`src/rtl/mcb_pkg.sv`:
```
// constants for the core register bank: addresses, field positions, reset values
// assumes a single 100 MHz clock and an active low asynchronous reset
package mcb_pkg;
  // data space addresses
  localparam logic [5:0] ADDR_INDIRECT = 6'h00;
  localparam logic [5:0] ADDR_TIMER = 6'h01;
  localparam logic [5:0] ADDR_PC_LOW = 6'h02;
  localparam logic [5:0] ADDR_STATUS = 6'h03;
  localparam logic [5:0] ADDR_RAM_SEL = 6'h04;
  localparam logic [5:0] ADDR_PORT_A = 6'h05;
  localparam logic [5:0] ADDR_PORT_B = 6'h06;
  localparam logic [5:0] ADDR_PULLDOWN = 6'h0B;
  localparam logic [5:0] ADDR_IRQ = 6'h0F;
  localparam logic [5:0] ADDR_GPR_FIRST = 6'h10;
  localparam logic [5:0] ADDR_GPR_LAST = 6'h2F;
  // control register fields
  localparam int CTL_GIE = 6;
  localparam int CTL_SRC = 5;
  localparam int CTL_EDGE = 4;
  localparam int CTL_PAB = 3;
  // status register fields
  localparam int ST_RST = 7;
  localparam int ST_TO = 4;
  localparam int ST_PD = 3;
  localparam logic [7:0] ST_SW_MASK = 8'h67;
  // synchronised input vector layout
  localparam int SY_PB = 0;
  localparam int SY_PA = 8;
  localparam int SY_TMR = 12;
  localparam int SY_INT = 13;
  localparam int SY_W = 14;
  // fixed read bits
  localparam logic [7:0] RAM_SEL_FIXED = 8'hC0;
  localparam logic [7:0] PULLDOWN_FIXED = 8'h88;
  localparam logic [7:0] MASK_FIXED = 8'hF8;
  // reset values
  localparam logic [9:0] PC_RESET = 10'h000;
  localparam logic [7:0] STATUS_RESET = 8'h18;
  localparam logic [7:0] CTRL_RESET = 8'h3F;
  localparam logic [7:0] DIR_RESET = 8'hFF;
  localparam logic [7:0] PULLDOWN_RESET = 8'hFF;
  // sizes and divider ends
  localparam int STACK_DEPTH = 5;
  localparam int GPR_WORDS = 32;
  localparam logic [1:0] DIV2_END = 2'h1;
  localparam logic [1:0] DIV4_END = 2'h3;
endpackage

```
`src/rtl/mcb_regbank.sv`:
```
// core register bank: timer, program counter with stack, status, ports, interrupt flags
// assumes the core presents one instruction per accepted instruction cycle
// Function
// - address zero reaches the register named by the RAM select pointer
// - timer counts instruction cycles, or chosen edge of the timer pin
// - prescaler serves the timer when assign bit clear, watchdog when set
// - prescaler cleared on software write of timer, and by watchdog clear or sleep while assigned to the watchdog
// - ratio code gives timer 2^(code+1), watchdog 2^code division
// - program counter and stack entries are ten bits wide
// - reset clears the program counter
// - jump loads target; call pushes next address then loads target
// - return variants load program counter from stack top
// - writing program counter register clears its two upper bits
// - program counter changing instructions take one extra cycle
// - pointer bits 5..0 select registers; bits 7,6 read one
// - reset type bit one on pin change wake, zero otherwise
// - time-out bit set by sleep, watchdog clear, power up; cleared on time-out
// - power-down bit set at power on or watchdog clear; cleared by sleep
// - port A has four bits, upper read zero; port B pin three input only
// - flags set on interrupt pin fall, port B change, timer overflow
// - software only clears flags; read returns flags AND mask
// - global enable cleared by disable or entry, set by enable or return from interrupt
// - control register reached only by control read and write instructions
// - direction bit zero drives the pin, one floats it
// - pull-down bits active low; bits 7 and 3 read one
// - mask bits enable external, port change and timer interrupts
module mcb_regbank (
  // clock and reset
  input wire logic clk,
  input wire logic rst_b,
  input wire logic clk_div4_sel,
  // instruction cycle
  output logic inst_cycle,
  output logic inst_take,
  // register access
  input wire logic [5:0] reg_addr,
  input wire logic reg_ioc,
  input wire logic reg_wr,
  input wire logic [7:0] reg_wdata,
  output logic [7:0] reg_rdata,
  // alu flags
  input wire logic alu_flags_we,
  input wire logic [2:0] alu_flags,
  // flow instructions
  input wire logic jump_instr,
  input wire logic call_instr,
  input wire logic [9:0] jump_target,
  input wire logic return_instr,
  input wire logic return_literal_instr,
  input wire logic return_from_irq_instr,
  output logic [9:0] program_counter,
  // control instructions
  input wire logic control_write_instr,
  input wire logic control_read_instr,
  input wire logic irq_enable_instr,
  input wire logic irq_disable_instr,
  input wire logic irq_entry,
  input wire logic sleep_instr,
  input wire logic watchdog_clear_instr,
  // watchdog and reset causes
  input wire logic wdt_tick,
  input wire logic wdt_timeout,
  output logic wdt_prescaled,
  input wire logic wake_on_pin_change,
  input wire logic other_reset_cause,
  // pins
  input wire logic timer_pin,
  input wire logic ext_irq_pin_n,
  input wire logic [3:0] port_a_in,
  output logic [3:0] port_a_out,
  output logic [3:0] port_a_oe,
  input wire logic [7:0] port_b_in,
  output logic [7:0] port_b_out,
  output logic [7:0] port_b_oe,
  output logic [7:0] pulldown_enable_n,
  // interrupt request to core
  output logic irq_request
);

  typedef struct packed {
    logic [1:0] div;
    logic cyc;
    logic wait_cyc;
    logic [9:0] pc;
    logic [mcb_pkg::STACK_DEPTH-1:0][9:0] stk;
    logic [7:0] timer;
    logic [7:0] pre;
    logic wdt_out;
    logic [7:0] status;
    logic [5:0] ram_sel;
    logic [3:0] pa_dat;
    logic [3:0] pa_dir;
    logic [7:0] pb_dat;
    logic [7:0] pb_dir;
    logic [7:0] pulldn;
    logic [2:0] flags;
    logic [2:0] mask;
    logic [7:0] ctrl;
    logic [mcb_pkg::GPR_WORDS-1:0][7:0] gpr;
    logic [mcb_pkg::SY_W-1:0] sy1;
    logic [mcb_pkg::SY_W-1:0] sy2;
    logic [mcb_pkg::SY_W-1:0] sy3;
    logic [mcb_pkg::SY_W-1:0] stable;
    logic [1:0] warm;
    logic [7:0] rdata;
  } mcb_state_t;

  mcb_state_t st;
  mcb_state_t next_st;

  logic take;
  logic [5:0] eff;
  logic eff_ok;
  logic wr_r;
  logic pc_chg;
  logic [mcb_pkg::SY_W-1:0] chg;
  logic [mcb_pkg::SY_W-1:0] pins;
  logic [7:0] rd_val;
  logic [7:0] lowmask_t;
  logic [7:0] lowmask_w;
  logic tmr_evt;
  logic tmr_inc;
  logic tmr_write;
  logic [4:0] gidx;

  assign take = st.cyc & ~st.wait_cyc;
  assign pins = {~ext_irq_pin_n, timer_pin, port_a_in, port_b_in};
  // indirect access resolves through the pointer; a pointer of zero reaches nothing
  assign eff = (reg_addr == mcb_pkg::ADDR_INDIRECT) ? st.ram_sel : reg_addr;
  assign eff_ok = eff != mcb_pkg::ADDR_INDIRECT;
  assign wr_r = take & reg_wr & ~reg_ioc & eff_ok;
  assign gidx = 5'(eff - mcb_pkg::ADDR_GPR_FIRST);
  assign pc_chg = jump_instr | call_instr | return_instr | return_literal_instr | return_from_irq_instr |
                  (wr_r & (eff == mcb_pkg::ADDR_PC_LOW));
  // a change counts once the second and third stages agree
  assign chg = {mcb_pkg::SY_W{&st.warm}} & ~(st.sy2 ^ st.sy3) & (st.sy3 ^ st.stable);
  assign tmr_write = wr_r & (eff == mcb_pkg::ADDR_TIMER);
  assign lowmask_t = 8'((9'h002 << st.ctrl[2:0]) - 9'h001);
  assign lowmask_w = 8'((9'h001 << st.ctrl[2:0]) - 9'h001);
  // internal cycle clock or selected pin edge
  assign tmr_evt = st.ctrl[mcb_pkg::CTL_SRC] ?
                   (chg[mcb_pkg::SY_TMR] & (st.sy3[mcb_pkg::SY_TMR] == ~st.ctrl[mcb_pkg::CTL_EDGE])) :
                   st.cyc;
  // prescaler divides timer events only while assigned to the timer
  assign tmr_inc = tmr_evt & (st.ctrl[mcb_pkg::CTL_PAB] | (&(st.pre | ~lowmask_t)));

  // register read mux
  always_comb begin
    rd_val = 8'h00;
    if (reg_ioc) begin
      case (eff)
        mcb_pkg::ADDR_PORT_A: rd_val = {4'h0, st.pa_dir};
        mcb_pkg::ADDR_PORT_B: rd_val = st.pb_dir;
        mcb_pkg::ADDR_PULLDOWN: rd_val = st.pulldn | mcb_pkg::PULLDOWN_FIXED;
        mcb_pkg::ADDR_IRQ: rd_val = {5'h00, st.mask} | mcb_pkg::MASK_FIXED;
        default: rd_val = 8'h00;
      endcase
    end else begin
      case (eff)
        mcb_pkg::ADDR_TIMER: rd_val = st.timer;
        mcb_pkg::ADDR_PC_LOW: rd_val = st.pc[7:0];
        mcb_pkg::ADDR_STATUS: rd_val = st.status;
        mcb_pkg::ADDR_RAM_SEL: rd_val = {2'h0, st.ram_sel} | mcb_pkg::RAM_SEL_FIXED;
        mcb_pkg::ADDR_PORT_A: rd_val = {4'h0, (st.pa_dat & ~st.pa_dir) |
                                        (st.stable[mcb_pkg::SY_PA +: 4] & st.pa_dir)};
        mcb_pkg::ADDR_PORT_B: rd_val = (st.pb_dat & ~st.pb_dir) | (st.stable[mcb_pkg::SY_PB +: 8] & st.pb_dir);
        mcb_pkg::ADDR_IRQ: rd_val = {5'h00, st.flags & st.mask};
        default: begin
          if (eff >= mcb_pkg::ADDR_GPR_FIRST && eff <= mcb_pkg::ADDR_GPR_LAST) begin
            rd_val = st.gpr[gidx];
          end
        end
      endcase
    end
  end

  always_comb begin
    next_st = st;
    // instruction cycle divider
    next_st.cyc = 1'b0;
    if (st.div == (clk_div4_sel ? mcb_pkg::DIV4_END : mcb_pkg::DIV2_END)) begin
      next_st.div = 2'h0;
      next_st.cyc = 1'b1;
    end else begin
      next_st.div = 2'(st.div + 2'h1);
    end
    // extra cycle after a program counter change
    if (take & pc_chg) begin
      next_st.wait_cyc = 1'b1;
    end else if (st.cyc) begin
      next_st.wait_cyc = 1'b0;
    end
    // input synchronisers
    next_st.sy1 = pins;
    next_st.sy2 = st.sy1;
    next_st.sy3 = st.sy2;
    next_st.stable = st.stable ^ chg;
    if (!(&st.warm)) begin
      next_st.warm = 2'(st.warm + 2'h1);
      next_st.stable = st.sy2;
    end
    // program counter and stack
    if (take) begin
      if (jump_instr) begin
        next_st.pc = jump_target;
      end else if (call_instr) begin
        next_st.stk = {st.stk[mcb_pkg::STACK_DEPTH-2:0], 10'(st.pc + 10'h001)};
        next_st.pc = jump_target;
      end else if (return_instr | return_literal_instr | return_from_irq_instr) begin
        next_st.pc = st.stk[0];
        next_st.stk = {st.stk[mcb_pkg::STACK_DEPTH-1], st.stk[mcb_pkg::STACK_DEPTH-1:1]};
      end else if (wr_r & (eff == mcb_pkg::ADDR_PC_LOW)) begin
        next_st.pc = {2'h0, reg_wdata};
      end else begin
        next_st.pc = 10'(st.pc + 10'h001);
      end
    end
    // timer and prescaler
    if (tmr_write) begin
      next_st.timer = reg_wdata;
      next_st.pre = 8'h00;
    end else begin
      if (tmr_inc) begin
        next_st.timer = 8'(st.timer + 8'h01);
      end
      if (st.ctrl[mcb_pkg::CTL_PAB]) begin
        if (take & (watchdog_clear_instr | sleep_instr)) begin
          next_st.pre = 8'h00;
        end else if (wdt_tick) begin
          next_st.pre = 8'(st.pre + 8'h01);
        end
      end else if (tmr_evt) begin
        next_st.pre = 8'(st.pre + 8'h01);
      end
    end
    next_st.wdt_out = st.ctrl[mcb_pkg::CTL_PAB] & wdt_tick & (&(st.pre | ~lowmask_w));
    // plain register writes
    if (wr_r) begin
      case (eff)
        mcb_pkg::ADDR_STATUS: next_st.status = (st.status & ~mcb_pkg::ST_SW_MASK) |
                                               (reg_wdata & mcb_pkg::ST_SW_MASK);
        mcb_pkg::ADDR_RAM_SEL: next_st.ram_sel = reg_wdata[5:0];
        mcb_pkg::ADDR_PORT_A: next_st.pa_dat = reg_wdata[3:0];
        mcb_pkg::ADDR_PORT_B: next_st.pb_dat = reg_wdata;
        mcb_pkg::ADDR_IRQ: next_st.flags = st.flags & reg_wdata[2:0];
        default: begin
          if (eff >= mcb_pkg::ADDR_GPR_FIRST && eff <= mcb_pkg::ADDR_GPR_LAST) begin
            next_st.gpr[gidx] = reg_wdata;
          end
        end
      endcase
    end
    if (take & reg_wr & reg_ioc) begin
      case (eff)
        mcb_pkg::ADDR_PORT_A: next_st.pa_dir = reg_wdata[3:0];
        mcb_pkg::ADDR_PORT_B: next_st.pb_dir = reg_wdata;
        mcb_pkg::ADDR_PULLDOWN: next_st.pulldn = reg_wdata;
        mcb_pkg::ADDR_IRQ: next_st.mask = reg_wdata[2:0];
        default: next_st.mask = next_st.mask;
      endcase
    end
    // hardware flag sets win over a clearing write
    if (chg[mcb_pkg::SY_INT] & st.sy3[mcb_pkg::SY_INT]) begin
      next_st.flags[2] = 1'b1;
    end
    if (|chg[mcb_pkg::SY_PB +: 8]) begin
      next_st.flags[1] = 1'b1;
    end
    if (tmr_inc & (st.timer == 8'hFF) & ~tmr_write) begin
      next_st.flags[0] = 1'b1;
    end
    // status flags from core and events
    if (take & alu_flags_we) begin
      next_st.status[2:0] = alu_flags;
    end
    if (take & sleep_instr) begin
      next_st.status[mcb_pkg::ST_TO] = 1'b1;
      next_st.status[mcb_pkg::ST_PD] = 1'b0;
    end
    if (take & watchdog_clear_instr) begin
      next_st.status[mcb_pkg::ST_TO] = 1'b1;
      next_st.status[mcb_pkg::ST_PD] = 1'b1;
    end
    if (wdt_timeout) begin
      next_st.status[mcb_pkg::ST_TO] = 1'b0;
    end
    if (wake_on_pin_change) begin
      next_st.status[mcb_pkg::ST_RST] = 1'b1;
    end else if (other_reset_cause | wdt_timeout) begin
      next_st.status[mcb_pkg::ST_RST] = 1'b0;
    end
    // control register only through its own instructions
    if (take & control_write_instr) begin
      next_st.ctrl = reg_wdata;
    end
    if ((take & irq_disable_instr) | irq_entry) begin
      next_st.ctrl[mcb_pkg::CTL_GIE] = 1'b0;
    end else if (take & (irq_enable_instr | return_from_irq_instr)) begin
      next_st.ctrl[mcb_pkg::CTL_GIE] = 1'b1;
    end
    // read data captured on the accepted cycle
    if (take) begin
      next_st.rdata = control_read_instr ? st.ctrl : rd_val;
    end
  end

  always_ff @(posedge clk or negedge rst_b) begin
    if (!rst_b) begin
      st <= '0;
      st.pc <= mcb_pkg::PC_RESET;
      st.status <= mcb_pkg::STATUS_RESET;
      st.ctrl <= mcb_pkg::CTRL_RESET;
      st.pa_dir <= mcb_pkg::DIR_RESET[3:0];
      st.pb_dir <= mcb_pkg::DIR_RESET;
      st.pulldn <= mcb_pkg::PULLDOWN_RESET;
    end else begin
      st <= next_st;
    end
  end

  assign inst_cycle = st.cyc;
  assign inst_take = take;
  assign reg_rdata = st.rdata;
  assign program_counter = st.pc;
  assign wdt_prescaled = st.wdt_out;
  assign port_a_out = st.pa_dat;
  assign port_a_oe = ~st.pa_dir;
  assign port_b_out = st.pb_dat;
  assign port_b_oe = ~st.pb_dir & 8'hF7;
  assign pulldown_enable_n = st.pulldn | mcb_pkg::PULLDOWN_FIXED;
  assign irq_request = st.ctrl[mcb_pkg::CTL_GIE] & (|(st.flags & st.mask));
endmodule

```
`config.mk`:
```
export PLATFORM = sky130hd
export DESIGN_NAME = mcb_regbank
export DESIGN_NICKNAME = d
export VERILOG_FILES = /design/src/rtl/mcb_pkg.sv /design/src/rtl/mcb_regbank.sv
export SDC_FILE = /design/constraint.sdc
export NUM_CORES = 1
export LEC_CHECK = 0
export BUFFER_PORTS_ARGS = -buffer_cell sky130_fd_sc_hd__buf_2
export CAP_MARGIN = 15
export CELL_PAD_IN_SITES_DETAIL_PLACEMENT = 2
export CELL_PAD_IN_SITES_GLOBAL_PLACEMENT = 2
export CORE_ASPECT_RATIO = 1.4
export CORE_MARGIN = 2
export CORE_UTILIZATION = 44
export CTS_CLUSTER_SIZE = 24
export DETAILED_ROUTE_END_ITERATION = 10
export PLACE_DENSITY_LB_ADDON = 0.1
export SLEW_MARGIN = 10
export SYNTH_ARGS = -nofsm -noshare
export SYNTH_HDL_FRONTEND = slang
export SYNTH_SLANG_ARGS = --single-unit
```
`constraint.sdc`:
```
create_clock -name clk -period 9.69 [get_ports clk]
set_clock_uncertainty 0.15 [all_clocks]
set_input_delay 0.969 -clock clk [delete_from_list [all_inputs] [get_ports clk]]
set_output_delay 0.969 -clock clk [all_outputs]
set_load 0.005 [all_outputs]
```
======== Yosys cells after proc, flatten, opt, wreduce, memory -nomap -nowiden ========
Index checks and enable logic that the tools add are counted.
W data, S select, Z words.
storage, ports and cells
  register bits ........................... 462
  input port bits ......................... 63
  output and inout port bits .............. 54
  logic and storage cells ................. 251
cells by class
  add/sub/neg operators ................... 8
  $lt $le $gt $ge ......................... 4
  equal/unequal tests ..................... 12
  shifts and indexed selects .............. 2
  muxes and demuxes ....................... 47
  bitwise operators ....................... 63
  reduce and logical (&&, ||, !) cells .... 48
operators with widths
  operator               number
  $bwmux W256            1
  $mux W8                11
  $mux W60               1
  $pmux W8 S7            1
  $xor A14 B14 Y14       3
  $bmux W8 S5            1
  $demux W8 S5           1
  $mux W40               1
  $reduce_and A2 Y1      17
  $mux W16               2
  $pmux W8 S4            1
  $mux W10               3
  $and A14 B14 Y14       2
  $not A8 Y8             3
  $or A8 B8 Y8           3
  $and A1 B1 Y1          23
  $reduce_bool A2 Y1     11
  $eq A6 B3 Y1 const B   3
  $mux W18               1
  $reduce_bool A3 Y1     6
  $add A8 B1 Y8 const B  2
  $and A8 B8 Y8          2
  $reduce_and A8 Y1      2
  $sub A8 B1 Y8 const B  2
  other kinds (38)       81

======== Logic depth before layout (Yosys ltp) ========
Gate-level depths: netlist of the first run.
  word-level depth ........................ 11
  mapped depth ............................ 17
  depth with buffers taken out ............ 11

======== Least setup slack after synthesis of the first run ========
No wires, ideal clock.
  path kind ............................... input port to flip-flop
  start point ............................. input port reg_addr[2]
  end point ............................... register st[218] in the netlist's numbering
  setup time .............................. 0.125 ns
  arrival ................................. 4.535 ns
  data required time ...................... 9.415 ns
  slack ................................... 4.879 ns
  stages .................................. 17
  path buffers ............................ 6
  cell sequence ........................... clkbuf_1 -> nor2_1 -> a31o_2 -> inv_1 -> buf_1 -> ha_1 -> buf_1 -> inv_1 -> nor4_4 -> nor2_1 -> and4_1 -> buf_6 -> and3_4 -> buf_8 -> nand2b_4 -> buf_12 -> mux2_4
on the way
  cells in the longest elaborated chain, start to end .. 8
  elaborated cells on any way between the ends .. 22
  those cells by class .................... add/sub (1); order compare (4); eq/ne (5); mux (4); bitwise (2); reduce/logical (6)
RTL lines
  item                                                                RTL line            source
  from (decl)                                                         mcb_regbank.sv:36   input wire logic [5:0] reg_addr,
  $logic_not A6 Y1                                                    mcb_regbank.sv:129  assign eff = (reg_addr == mcb_pkg::ADDR_INDIRECT) ? st.ram_sel : reg_addr;
  $mux W6 *                                                           mcb_regbank.sv:129
  $sub A5 B5 Y5                                                       mcb_regbank.sv:132  assign gidx = 5'(eff - mcb_pkg::ADDR_GPR_FIRST);
  $lt A5 B6 Y1 (not written as such) or $ge A5 B1 Y1 (tied branches)  mcb_regbank.sv:248  next_st.gpr[gidx] = reg_wdata;
  $logic_and A1 B1 Y1 (not written as such)                           mcb_regbank.sv:248
  $mux W8 (not written as such)                                       mcb_regbank.sv:248
  $demux W8 S5                                                        mcb_regbank.sv:248
  $bwmux W256                                                         mcb_regbank.sv:248
  to (signal assigned)                                                mcb_regbank.sv:317  st <= next_st;
  to (decl)                                                           mcb_regbank.sv:108  mcb_state_t st;
Every way passes the cells marked *; elsewhere a longest branch is shown, timed or not.
A chain may end at the register's enable or synchronous reset.

======== Worst setup path after layout of the first run ========
  start point ............................. input port reg_addr[4]
  end point ............................... register st[296] in the netlist's numbering
The elaborated chain is that of the path after synthesis.

==> results of run 1 <==
-- sequential cells by signal (all words and copies together) (netlist names), named ones only --
| register | flops |
|---|---|
| port_b_out | 8 |
| next_st | 28 |
| wdt_prescaled | 1 |
| reg_rdata | 8 |
| inst_cycle | 1 |
| st | 381 |
| pulldown_enable_n | 6 |
| port_a_out | 4 |
| program_counter | 10 |
-- cells in the mapped netlist (all sizes together) (3+ instances only) --
master     n
nor4      15
a21o       3
nand4     22
clkbuf    96
o2111ai    7
mux2i     83
nor3      10
xor2      14
a2111oi    5
a21oi    100
o211ai    11
nand2b    19
nand2    336
nor2b      8
or3        3
xnor2      8
a211oi     6
dfstp     26
buf       70
and3       9
o22ai      3
nor3b      3
a32oi     12
nand3    101
ha         5
nor2     109
a31oi     13
a311oi     3
a32o       5
dfrtp    435
o21ai    123
mux4       3
or2        4
inv       28
a221oi    11
and2       5
o31ai      3
a222oi     4
mux2     306
-- layer usage --
metal	routed length (um)	vias to the layer above	global-route usage
met3	2350	138	0.0315
met1	30600	8622	0.357
met4	3420	0	0.126
met5	0	-	0
li1	-	7217	-
met2	38000	327	0.508
-- worst paths after layout --
| check | start | to | slack, ns | cells past startpoint |
|---|---|---|---|---|
| min | next_st[51] | next_st[37] | 0.20 | 0 |
| min reg2reg | next_st[51] | next_st[37] | 0.20 | 0 |
| max reg2reg | st[369] | st[296] | 5.37 | 10 |
| max | reg_addr[4] | st[296] | 4.70 | 12 |
| max in group asynchronous | rst_b | st[226] | 7.44 | 2 |
| min in group asynchronous | rst_b | inst_cycle | 0.26 | 1 |
-- worst max-delay path: stages --
cell     delay (ns)
buf_2          0.13
nor4_2         0.68
a31o_2         0.69
inv_1          0.14
ha_1           0.37
inv_1          0.25
nor4_4         0.14
nor2_1         0.18
and4_1         0.35
nand2_2        0.34
nor2_2         0.64
mux2_2         0.41
-- kinds of logic after synthesis --
group	count (synthesis)
buffers and inverters	195
XOR/XNOR	22
other	2
AND/OR/NAND/NOR	648
flip-flops	461
multiplexers	392
AO/OA/AOI/OAI	326
adder cells (fa/ha/maj)	6
-- layout by cell type, fill, tap and decap left out, types with 10 or more instances in the layout --
master / Yosys / final
mux2i_1: 83 / 83
a31oi_1: 13 / 13
o211ai_1: 11 / 11
buf_4: 39 / 28
clkbuf_1: 96 / 11
a21oi_1: 100 / 98
o21ai_0: 121 / 121
nand2b_1: 18 / 18
nand4_1: 22 / 22
mux2_2: 258 / 258
nor4_1: 12 / 10
dfrtp_1: 435 / 435
dfstp_2: 26 / 26
nor2_1: 85 / 85
clkbuf_16: 0 / 48
xor2_1: 14 / 14
clkbuf_8: 0 / 10
a221oi_1: 11 / 11
mux2_4: 48 / 48
nand2_1: 333 / 333
inv_1: 28 / 28
nor2_2: 24 / 24
clkinv_2: 0 / 12
a32oi_1: 12 / 12
nand3_1: 94 / 94
buf_2: 11 / 112
-- cell type report --
class	instances	area, um2
Tap cell	643	805
Fill cell	5085	25300
Inverter	29	109
Sequential cell	461	11600
Timing Repair Buffer	141	786
Antenna cell	6	15.0
Clock buffer	69	1380
Multi-Input combinational cell	1397	9850
Clock inverter	19	169
-- power groups by stage --
stage	clock network (W)	logic [W]	registers [W]
final	0.00184	0.000690	0.00237
after global routing	0.00197	0.000772	0.00239
after CTS	0.00189	0.000702	0.00237
after detailed placement	0	0.000693	0.00240
after global placement	0	0.000655	0.00239
after floorplan	0	0.000483	0.00228
-- stage by stage --
step            util  hold slack, ns  setup slack (ns)
2_1_floorplan      -           0.181              4.88
3_3_place_gp   0.462           0.183              4.37
3_5_place_dp   0.462           0.189              4.16
4_1_cts        0.493           0.202              4.81
5_1_grt        0.494           0.206              4.61
6_report       0.494           0.200              4.70
==> reports/results.tsv, run 1 <==
stage	metric	value	unit
run_status	status	completed	
pwr	P_sw	0.00146	W
yosys	Post-Synth Simple-Gate Area	0.135	
sta	Peak Freq	200	MHz
clock_network	Max clock buf depth	3	
grt	grt ovf	0	
grt	gr usage total	0.288	
clock_network	post-cts sizing count	0	
sta	min cycle time layout	4.99	ns
yosys	adder-cell share of the synthesized area	0.00326	
yosys	flops & latches, synth	461	
place	Routability Congestion	0.877	
yosys	Post-Syn Area	22300	um2
flow_run	max_cap viols	0	
sta	Fin. Hold Viols	0	
die	Die Span X	194	um
yosys	Synth area leaders	dfrtp_1 (49%), mux2_2 (13%), nand2_1 (5.6%), mux2i_1 (3.7%), mux2_4 (3.2%)	
drt	Starting DRT DRC Count	972	
clock_network	Root Buffer	clkbuf_16	
critical_path	Setup CP Type	input pin to flip-flop	
sta	Final Setup Violations	0	
drt	Routed WL	74.3	mm
pwr	register share of total power	0.483	
pwr	Switching Share	0.299	
critical_path	Req. time, crit path	10.01	ns
pwr	PnR Total Power	0.00490	W
die	Die H	270	um
critical_path	CP endpoint kind	flip-flop	
drt	Antenna Violating Nets Remaining	0	
yosys	Avg Cell Area, Syn	10.9	um2
sta	Final Max Tran Viols	0	
yosys	Yosys top cell area share	0.489	
clock_network	Num CTS Buffers	48	
yosys	multiplexer share of the synthesized area	0.203	
drt	drt first pass iters	7	
cells_and_area	nets@finish	2146	
cells_and_area	area delta synth->final	10.8	%
yosys	sequential-to-total area share from yosys stat	0.519	
drt	routed vias	16304	
place	# placed instances	2671	
cells_and_area	layout cell share with drive strength beyond 1	0.288	
sta	total negative slack	0	ns
pwr	VDD IR max	0.152	mV
pwr	Leak Pwr	11.5	nW
yosys	Compound-Gate Fraction of Synth Area	0.0881	
sta	Worst Tran Pin Value	1.18	ns
clock_network	cts hold-fix bufs	0	
sta	fin crit share	0.515	
clock_network	CTS H-tree depth	2	
clock_network	CTS clk-pin slew, worst paths	0.06	ns
die	initial cell density of the core	0.446	
yosys	largest family of logic cells by synthesized area	multiplexers	
yosys	Cell variety after synth	75	
pwr	Cell Int Power	0.00344	W
yosys	Post-synth EDFFs	0	
grt	largest net degree at the start of global routing	109	
pwr	Pwr per Cell Area	199	nW/um2
pwr	Clk pwr share	0.376	
critical_path	startpoint types	input pin	
cells_and_area	final instance area	24700	um2
clock_network	# Post-CTS Setup Buffers	0	
clock_network	# clock sinks	461	
pwr	Comb power frac	0.141	
place	Area after DPL	23100	um2
yosys	post-synthesis xor/xnor area fraction	0.00865	
critical_path	worst-path fanout max	17	
die	Site Rows	97	
yosys	Post-Syn Instances	2052	
place	I/O Buffers	113	
drt	DRC Markers	0	
clock_network	Clk Latency, worst-skew pair	0.61	ns
yosys	ys async rst share	1.00	
yosys	ys flop type	dfrtp_1	
grt	first-pass GRT wire length	116	mm
worst_hold_path	Worst Hold Class	flip-flop to flip-flop	
critical_path	WP data arrival	5.31	ns
clock_network	CTS tree	built	
yosys	dominant cell type by area after synthesis	dfrtp_1	
die	DIE AREA	52500	um2
yosys	yosys warns	0	
cells_and_area	Post-Layout Cell Count	2765	
sta	slew margin rel.	0.206	
grt	initial antenna violation count	5	
drt	wire length per cell	26.9	um
grt	number of global-route vias before repair	18337	
sta	RSZ-0062 raised after global routing	no	
place	post-DP HPWL	49.2	mm
die	Core Area	50000	um2
drt	Via-to-Cell Ratio	5.90	
die	IO Pins	117	
Note: power is estimated with default switching activity, not from simulation.
==> run 2: changes to the inputs <==
--- a/config.mk
+++ b/config.mk
@@ -11,7 +11,7 @@
 export CELL_PAD_IN_SITES_GLOBAL_PLACEMENT = 2
 export CORE_ASPECT_RATIO = 1.4
 export CORE_MARGIN = 2
-export CORE_UTILIZATION = 44
+export CORE_UTILIZATION = 37
 export CTS_CLUSTER_SIZE = 24
 export DETAILED_ROUTE_END_ITERATION = 10
 export PLACE_DENSITY_LB_ADDON = 0.1
==> constraint.sdc (replaced) <==
create_clock -name clk -period 4.3 [get_ports clk]
set_clock_uncertainty 0.15 [all_clocks]
set_input_delay 0.43 -clock clk [delete_from_list [all_inputs] [get_ports clk]]
set_output_delay 0.43 -clock clk [all_outputs]
set_load 0.005 [all_outputs]
==> run 2 against run 1 <==
Die area up 19%. Sequential cell count unchanged. Core utilization down 6.4 points. Non-clock buffer count up 69. Wire length up 4.0%.
==> reports/results.tsv, run 2 (synthesis gave the netlist of run 1 again) <==
stage	metric	value	unit	change
run_status	status	completed		unchanged
critical_path	Slowest Stage Delay on Critical Path	0.70	ns	was 0.69 ns
clock_network	post-cts sizing count	0		unchanged
critical_path	CP max-delay cell	nor4_1		was a31o_2
place	Routability Congestion	0.819		was 0.877
pwr	Pwr per Cell Area	448	nW/um2	was 199 nW/um2
critical_path	Req. time, crit path	4.67	ns	was 10.01 ns
clock_network	Num CTS Buffers	50		was 48
clock_network	Max clock buf depth	3		unchanged
critical_path	Crit path buffers/inverters	2		was 3
drt	wire length per cell	26.3	um	was 26.9 um
clock_network	CTS tree	built		unchanged
cells_and_area	commonest non-fill, non-tap cells in the layout	dfrtp_1 (435), nand2_1 (333), mux2_2 (258)		unchanged
pwr	Leak Pwr	11.9	nW	was 11.5 nW
cells_and_area	commonest non-fill, non-tap cell in the layout	dfrtp_1		unchanged
place	post-DP HPWL	51.7	mm	was 49.2 mm
pwr	PnR Total Power	0.0115	W	was 0.00490 W
sta	Final Max Tran Viols	0		unchanged
die	Die H	294	um	was 270 um
sta	fin crit share	0.872		
drt	Routed WL	77.3	mm	was 74.3 mm
place	Area after DPL	23600	um2	was 23100 um2
clock_network	# clock sinks	461		unchanged
drt	routed vias	16452		was 16.3k
cells_and_area	Fill cells	6150		was 5085
die	Site Rows	106		was 97
cells_and_area	final instance area	25700	um2	was 24700 um2
clock_network	CTS clk-pin slew, worst paths	0.06	ns	about the same
worst_hold_path	Worst Hold Class	input pin to flip-flop		was flip-flop to flip-flop
grt	largest net degree at the start of global routing	111		was 109
pwr	register share of total power	0.464		was 0.483
sta	Final Setup Violations	0		unchanged
cells_and_area	layout cell share with drive strength beyond 1	0.295		was 0.288
cells_and_area	Reg with most FFs	st		unchanged
die	Die Span X	211	um	was 194 um
die	Core Area	59700	um2	was 50000 um2
sta	slew margin rel.	0.263		was 0.206
cells_and_area	Finished Core Util	0.430		was 0.494
pwr	Cell Int Power	0.00812	W	was 0.00344 W
pwr	Switching Share	0.293		was 0.299
critical_path	WP data arrival	4.12	ns	was 5.31 ns
clock_network	Root Buffer	clkbuf_16		unchanged
critical_path	CP endpoint kind	flip-flop		unchanged
grt	first-pass GRT wire length	119	mm	was 116 mm
sta	min cycle time layout	3.75	ns	
flow_run	max_cap viols	0		unchanged
drt	Antenna Violating Nets Remaining	0		unchanged
critical_path	startpoint types	flip-flop		was input pin
pwr	P_sw	0.00336	W	was 0.00146 W
drt	Starting DRT DRC Count	834		was 972
grt	initial antenna violation count	2		was 5
sta	setup ws final	0.550	ns	was 4.70 ns
critical_path	worst-path fanout max	32		was 17
clock_network	Clk Latency, worst-skew pair	0.61	ns	about the same
pwr	VDD IR max	0.314	mV	was 0.152 mV
die	DIE AREA	62200	um2	was 52500 um2
pwr	Clk pwr share	0.395		was 0.376
sta	Worst Tran Pin Value	1.10	ns	was 1.18 ns
grt	number of global-route vias before repair	18641		was 18.3k
cells_and_area	max reg flops	381		unchanged
drt	Via-to-Cell Ratio	5.59		was 5.90
die	IO Pins	117		unchanged
place	I/O Buffers	113		unchanged
place	Setup Slack @ Placement	0.246	ns	was 4.16 ns
clock_network	CTS H-tree depth	2		unchanged
grt	gr usage total	0.255		was 0.288
cells_and_area	nets@finish	2217		was 2146
critical_path	CP delay by family, top	simple AND/OR/NAND/NOR gates		unchanged
pwr	Comb power frac	0.141		about the same
clock_network	# Post-CTS Setup Buffers	0		unchanged
sta	Fin. Hold Viols	0		unchanged
sta	Peak Freq	267	MHz	
drt	drt first pass iters	5		was 7
cells_and_area	area delta synth->final	15.2	%	was 10.8%
critical_path	Setup CP Type	flip-flop to flip-flop		was input pin to flip-flop
critical_path	crit path cell chain	nor2b_1 > a21oi_4 > buf_4 > nand2_1 > nand3_1 > a21oi_1 > nor4_1 > o21ai_0 > buf_4 > a21oi_1		was buf_2 > nor4_2 > a31o_2 > inv_1 > ha_1 > inv_1 > nor4_4 > nor2_1 > and4_1 > nand2_2 > nor2_2 > mux2_2
sta	RSZ-0062 raised after global routing	no		unchanged
drt	DRC Markers	0		unchanged
grt	grt ovf	0		unchanged
die	initial cell density of the core	0.373		was 0.446
sta	total negative slack	0	ns	unchanged
## run 2: cell count changes in the layout (fill, tap and decap cells not counted), sizes merged
cell,previous run,this run
diode,6,1
clkinvlp,2,5
clkinv,15,11
inv,29,28
buf,141,177
bufinv,2,6
dlygate4sd3,0,33
## run 2: path summary, 6_finish.rpt
kind | start | end | slack (ns) | depth (start not counted)
worst max register to register | st[369] | reg_rdata[4] | 0.55 | 10
worst min register to register | next_st[50] | next_st[36] | 0.20 | 0
worst min-delay path | irq_disable_instr | st[328] | 0.02 | 4
max in group asynchronous | rst_b | st[278] | 2.67 | 3
worst max-delay path | st[369] | reg_rdata[4] | 0.55 | 10
min in group asynchronous | rst_b | st[408] | 0.23 | 2
## run 2: what timing repair did
| item | CTS | global route |
|---|---|---|
| setup endpoints to repair | 0 | 0 |
| endpoints found under the hold margin | 91 | 0 |
| hold buffers | 33 | 0 |
## run 2: final cells by class
cell class	count	area (um2)	share of cell area
Antenna cell	1	2.50	0.0000975
Clock buffer	69	1430	0.0556
Sequential cell	461	11600	0.451
Multi-Input combinational cell	1397	9850	0.384
Clock inverter	21	272	0.0106
Timing Repair Buffer	210	1490	0.0579
Tap cell	756	946	0.0369
Inverter	29	109	0.00424
## run 2: power by group through the flow
| stage | combinational (W) | sequential, W | clock, W |
|---|---|---|---|
| after detailed placement | 0.00161 | 0.00540 | 0 |
| final | 0.00162 | 0.00534 | 0.00453 |
| after floorplan | 0.00109 | 0.00513 | 0 |
| after global routing | 0.00182 | 0.00539 | 0.00482 |
| after global placement | 0.00152 | 0.00538 | 0 |
| after CTS | 0.00165 | 0.00533 | 0.00467 |
## run 2: layer usage
metal  track usage  share of wire  vias to the layer above
met1         0.324           0.43                     8676
met4        0.0773          0.029                        2
li1              -              -                     7362
met3        0.0349          0.035                      113
met5             0        0.00013                        -
met2         0.449           0.51                      299
## run 2: worst register-to-register path, cell delays in order (launching register included)
cell and delay [ns]:
dfrtp_1 0.43, nor2b_1 0.23, a21oi_4 0.54, buf_4 0.50, nand2_1 0.16, nand3_1 0.14, a21oi_1 0.13, nor4_1 0.70
o21ai_0 0.35, buf_4 0.22, a21oi_1 0.13
## run 2: metrics by stage
stage,hold WS (ns),std cells
floorplan,-0.0156,2053
global placement,0.184,2820
detailed placement,0.186,2820
CTS,0.000336,2943
global route,0.0227,2943
finish,0.0178,2944
==> run 3: changes to the inputs <==
--- a/config.mk
+++ b/config.mk
@@ -7,11 +7,11 @@
 export LEC_CHECK = 0
 export BUFFER_PORTS_ARGS = -buffer_cell sky130_fd_sc_hd__buf_2
 export CAP_MARGIN = 15
-export CELL_PAD_IN_SITES_DETAIL_PLACEMENT = 2
-export CELL_PAD_IN_SITES_GLOBAL_PLACEMENT = 2
+export CELL_PAD_IN_SITES_DETAIL_PLACEMENT = 1
+export CELL_PAD_IN_SITES_GLOBAL_PLACEMENT = 1
 export CORE_ASPECT_RATIO = 1.4
 export CORE_MARGIN = 2
-export CORE_UTILIZATION = 37
+export CORE_UTILIZATION = 45
 export CTS_CLUSTER_SIZE = 24
 export DETAILED_ROUTE_END_ITERATION = 10
 export PLACE_DENSITY_LB_ADDON = 0.1
==> run 3 against run 2 <==
Setup slack got worse by 0.14 ns. Register-to-register slack got worse by 0.14 ns. Count of clock-buffer cells in the layout up 11. Cell count down 4.5%. Combinational power about the same. Total power fell by 3.3%. Die area shrank 18%. Hold slack better by 0.0032 ns. Final area is 1.5% lower. Non-clock buffer count shrank 10.
==> reports/results.tsv, run 3 (synthesis gave the netlist of run 1 again) <==
stage	metric	value	unit	change
run_status	status	completed		unchanged
critical_path	WP data arrival	4.25	ns	was 4.12 ns
grt	first-pass GRT wire length	109	mm	was 119 mm
sta	Hold WS	0.0211	ns	was 0.0178 ns
drt	Antenna Violating Nets Remaining	0		unchanged
pwr	VDD IR max	0.330	mV	was 0.314 mV
sta	slew margin rel.	0.212		was 0.263
critical_path	Setup CP Type	flip-flop to flip-flop		unchanged
sta	Worst Tran Pin Value	1.18	ns	was 1.10 ns
place	Routability Congestion	0.899		was 0.819
drt	Via-to-Cell Ratio	5.83		was 5.59
drt	Starting DRT DRC Count	872		was 834
sta	Fin. Hold Viols	0		unchanged
grt	gr usage total	0.282		was 0.255
clock_network	# clock sinks	461		unchanged
sta	total negative slack	0	ns	unchanged
place	I/O Buffers	113		unchanged
cells_and_area	Fill cells	5297		was 6150
critical_path	worst-path fanout max	28		was 32
cells_and_area	layout cell share with drive strength beyond 1	0.292		was 0.295
clock_network	CTS clk-pin slew, worst paths	0.06	ns	about the same
worst_hold_path	hold_sp	alu_flags[0]		was irq_disable_instr
critical_path	r2r worst-path depth	10		unchanged
critical_path	R2R setup slack	0.41	ns	was 0.55 ns
worst_hold_path	hold path endpoint	st[374]		was st[328]
pwr	Cell Int Power	0.00789	W	was 0.00812 W
place	post-DP HPWL	47.9	mm	was 51.7 mm
pwr	Pwr per Cell Area	440	nW/um2	was 448 nW/um2
sta	min cycle time layout	3.89	ns	was 3.75 ns
sta	setup ws final	0.409	ns	was 0.550 ns
cells_and_area	footprint of the multi-input gates	9850	um2	unchanged
sta	Final Setup Violations	0		unchanged
pwr	Leak Pwr	11.8	nW	was 11.9 nW
clock_network	Max clock buf depth	3		unchanged
flow_run	max_cap viols	0		unchanged
pwr	register share of total power	0.477		was 0.464
die	Die H	267	um	was 294 um
worst_hold_path	hold path cells	3		was 4
cells_and_area	Finished Core Util	0.516		was 0.430
cells_and_area	commonest non-fill, non-tap cells in the layout	dfrtp_1 (435), nand2_1 (333), mux2_2 (258)		unchanged
grt	largest net degree at the start of global routing	90		was 111
grt	number of global-route vias before repair	17774		was 18.6k
die	Core Area	49000	um2	was 59700 um2
die	DIE AREA	51300	um2	was 62200 um2
critical_path	R2R Path End	reg_rdata[5]		was reg_rdata[4]
clock_network	CTS tree	built		unchanged
pwr	PnR Total Power	0.0111	W	was 0.0115 W
cells_and_area	commonest non-fill, non-tap cell in the layout	dfrtp_1		unchanged
clock_network	# Post-CTS Setup Buffers	0		unchanged
cells_and_area	max reg flops	381		unchanged
sta	Final Max Tran Viols	0		unchanged
clock_network	Clk Latency, worst-skew pair	0.59	ns	was 0.61 ns
clock_network	CTS H-tree depth	2		unchanged
die	initial cell density of the core	0.455		was 0.373
die	Site Rows	96		was 106
cells_and_area	FF+latch area	11600	um2	unchanged
pwr	Comb power frac	0.145		was 0.141
cells_and_area	nets@finish	2205		was 2217
pwr	P_sw	0.00322	W	was 0.00336 W
drt	routed vias	16398		was 16.5k
worst_hold_path	Worst Hold Class	input pin to flip-flop		unchanged
critical_path	startpoint types	flip-flop		unchanged
critical_path	worst reg2reg startpoint	st[369]		unchanged
drt	Routed WL	71.1	mm	was 77.3 mm
grt	initial antenna violation count	0		was 2
drt	wire length per cell	25.3	um	was 26.3 um
grt	grt ovf	0		unchanged
pwr	Switching Share	0.290		was 0.293
sta	Peak Freq	257	MHz	was 267 MHz
die	IO Pins	117		unchanged
critical_path	Req. time, crit path	4.66	ns	was 4.67 ns
sta	fin crit share	0.905		was 0.872
clock_network	Root Buffer	clkbuf_16		unchanged
cells_and_area	area delta synth->final	13.4	%	was 15.2%
critical_path	CP endpoint kind	flip-flop		unchanged
pwr	Clk pwr share	0.377		was 0.395
sta	RSZ-0062 raised after global routing	no		unchanged
place	Setup Slack @ Placement	0.134	ns	was 0.246 ns
clock_network	Num CTS Buffers	48		was 50
clock_network	post-cts sizing count	0		unchanged
die	Die Span X	192	um	was 211 um
drt	drt first pass iters	5		unchanged
cells_and_area	diode count	0		was 1
drt	DRC Markers	0		unchanged
cells_and_area	Reg with most FFs	st		unchanged
## run 3: cell types whose count changed in the layout (fill, tap and decap cells not counted)
cell / change
clkinvlp_4: -4
clkinv_2: -6
clkinv_8: +1
clkinv_4: -1
buf_4: -1
bufinv_16: -4
dlygate4sd3_1: -8
clkbuf_8: +7
clkbuf_1: +7
clkbuf_16: -3
diode_2: -1
buf_12: -1
## run 3: final cells by class
type | instances | area share
clock buffers | 80 | 0.0583
clock inverters | 7 | 0.00391
inverters | 29 | 0.00431
multi-input cells | 1397 | 0.390
flip-flops and latches | 461 | 0.458
well taps | 637 | 0.0315
repair buffers | 200 | 0.0545
## run 3: metal layers
| layer | track usage | wire, um | vias up |
|---|---|---|---|
| met5 | 0 | 0 | - |
| met4 | 0.116 | 2930 | 0 |
| met3 | 0.0367 | 2470 | 127 |
| met2 | 0.499 | 36400 | 373 |
| met1 | 0.345 | 29300 | 8559 |
| li1 | - | - | 7339 |
## run 3: power groups by stage
| stage | clock, W | sequential (W) | combinational [W] |
|---|---|---|---|
| after global routing | 0.00445 | 0.00536 | 0.00179 |
| after detailed placement | 0 | 0.00538 | 0.00159 |
| after CTS | 0.00428 | 0.00530 | 0.00163 |
| after floorplan | 0 | 0.00513 | 0.00109 |
| final | 0.00420 | 0.00530 | 0.00161 |
| after global placement | 0 | 0.00535 | 0.00153 |
## run 3: through the flow
step | area, um2 | cells
3_3_place_gp | 23400 | 2698
6_report | 25300 | 2811
3_5_place_dp | 23400 | 2698
2_1_floorplan | 22300 | 2053
4_1_cts | 25300 | 2810
5_1_grt | 25300 | 2811
## run 3: repair_timing
action	CTS	global route
hold endpoints to repair	90	0
hold buffers	25	0
setup endpoints to repair	0	0
## run 3: worst max path at each step
stage / to / slack [ns] / from
floorplan: st[218] / 0.03 / reg_addr[2]
global placement: reg_rdata[5] / 0.18 / reg_addr[3]
detailed placement: reg_rdata[5] / 0.13 / reg_addr[3]
CTS: reg_rdata[5] / 0.34 / st[369]
global route: reg_rdata[5] / 0.34 / st[369]
finish: reg_rdata[5] / 0.41 / st[369]
## run 3: worst max-delay path: stages, from the launching register on
cell	delay, ns
dfrtp_1	0.44
nor2b_1	0.23
a21oi_4	0.54
buf_4	0.46
nor2_1	0.19
buf_4	0.23
a32oi_1	0.23
nand4_1	0.26
a311oi_1	0.52
o31ai_1	0.30
a21oi_1	0.22
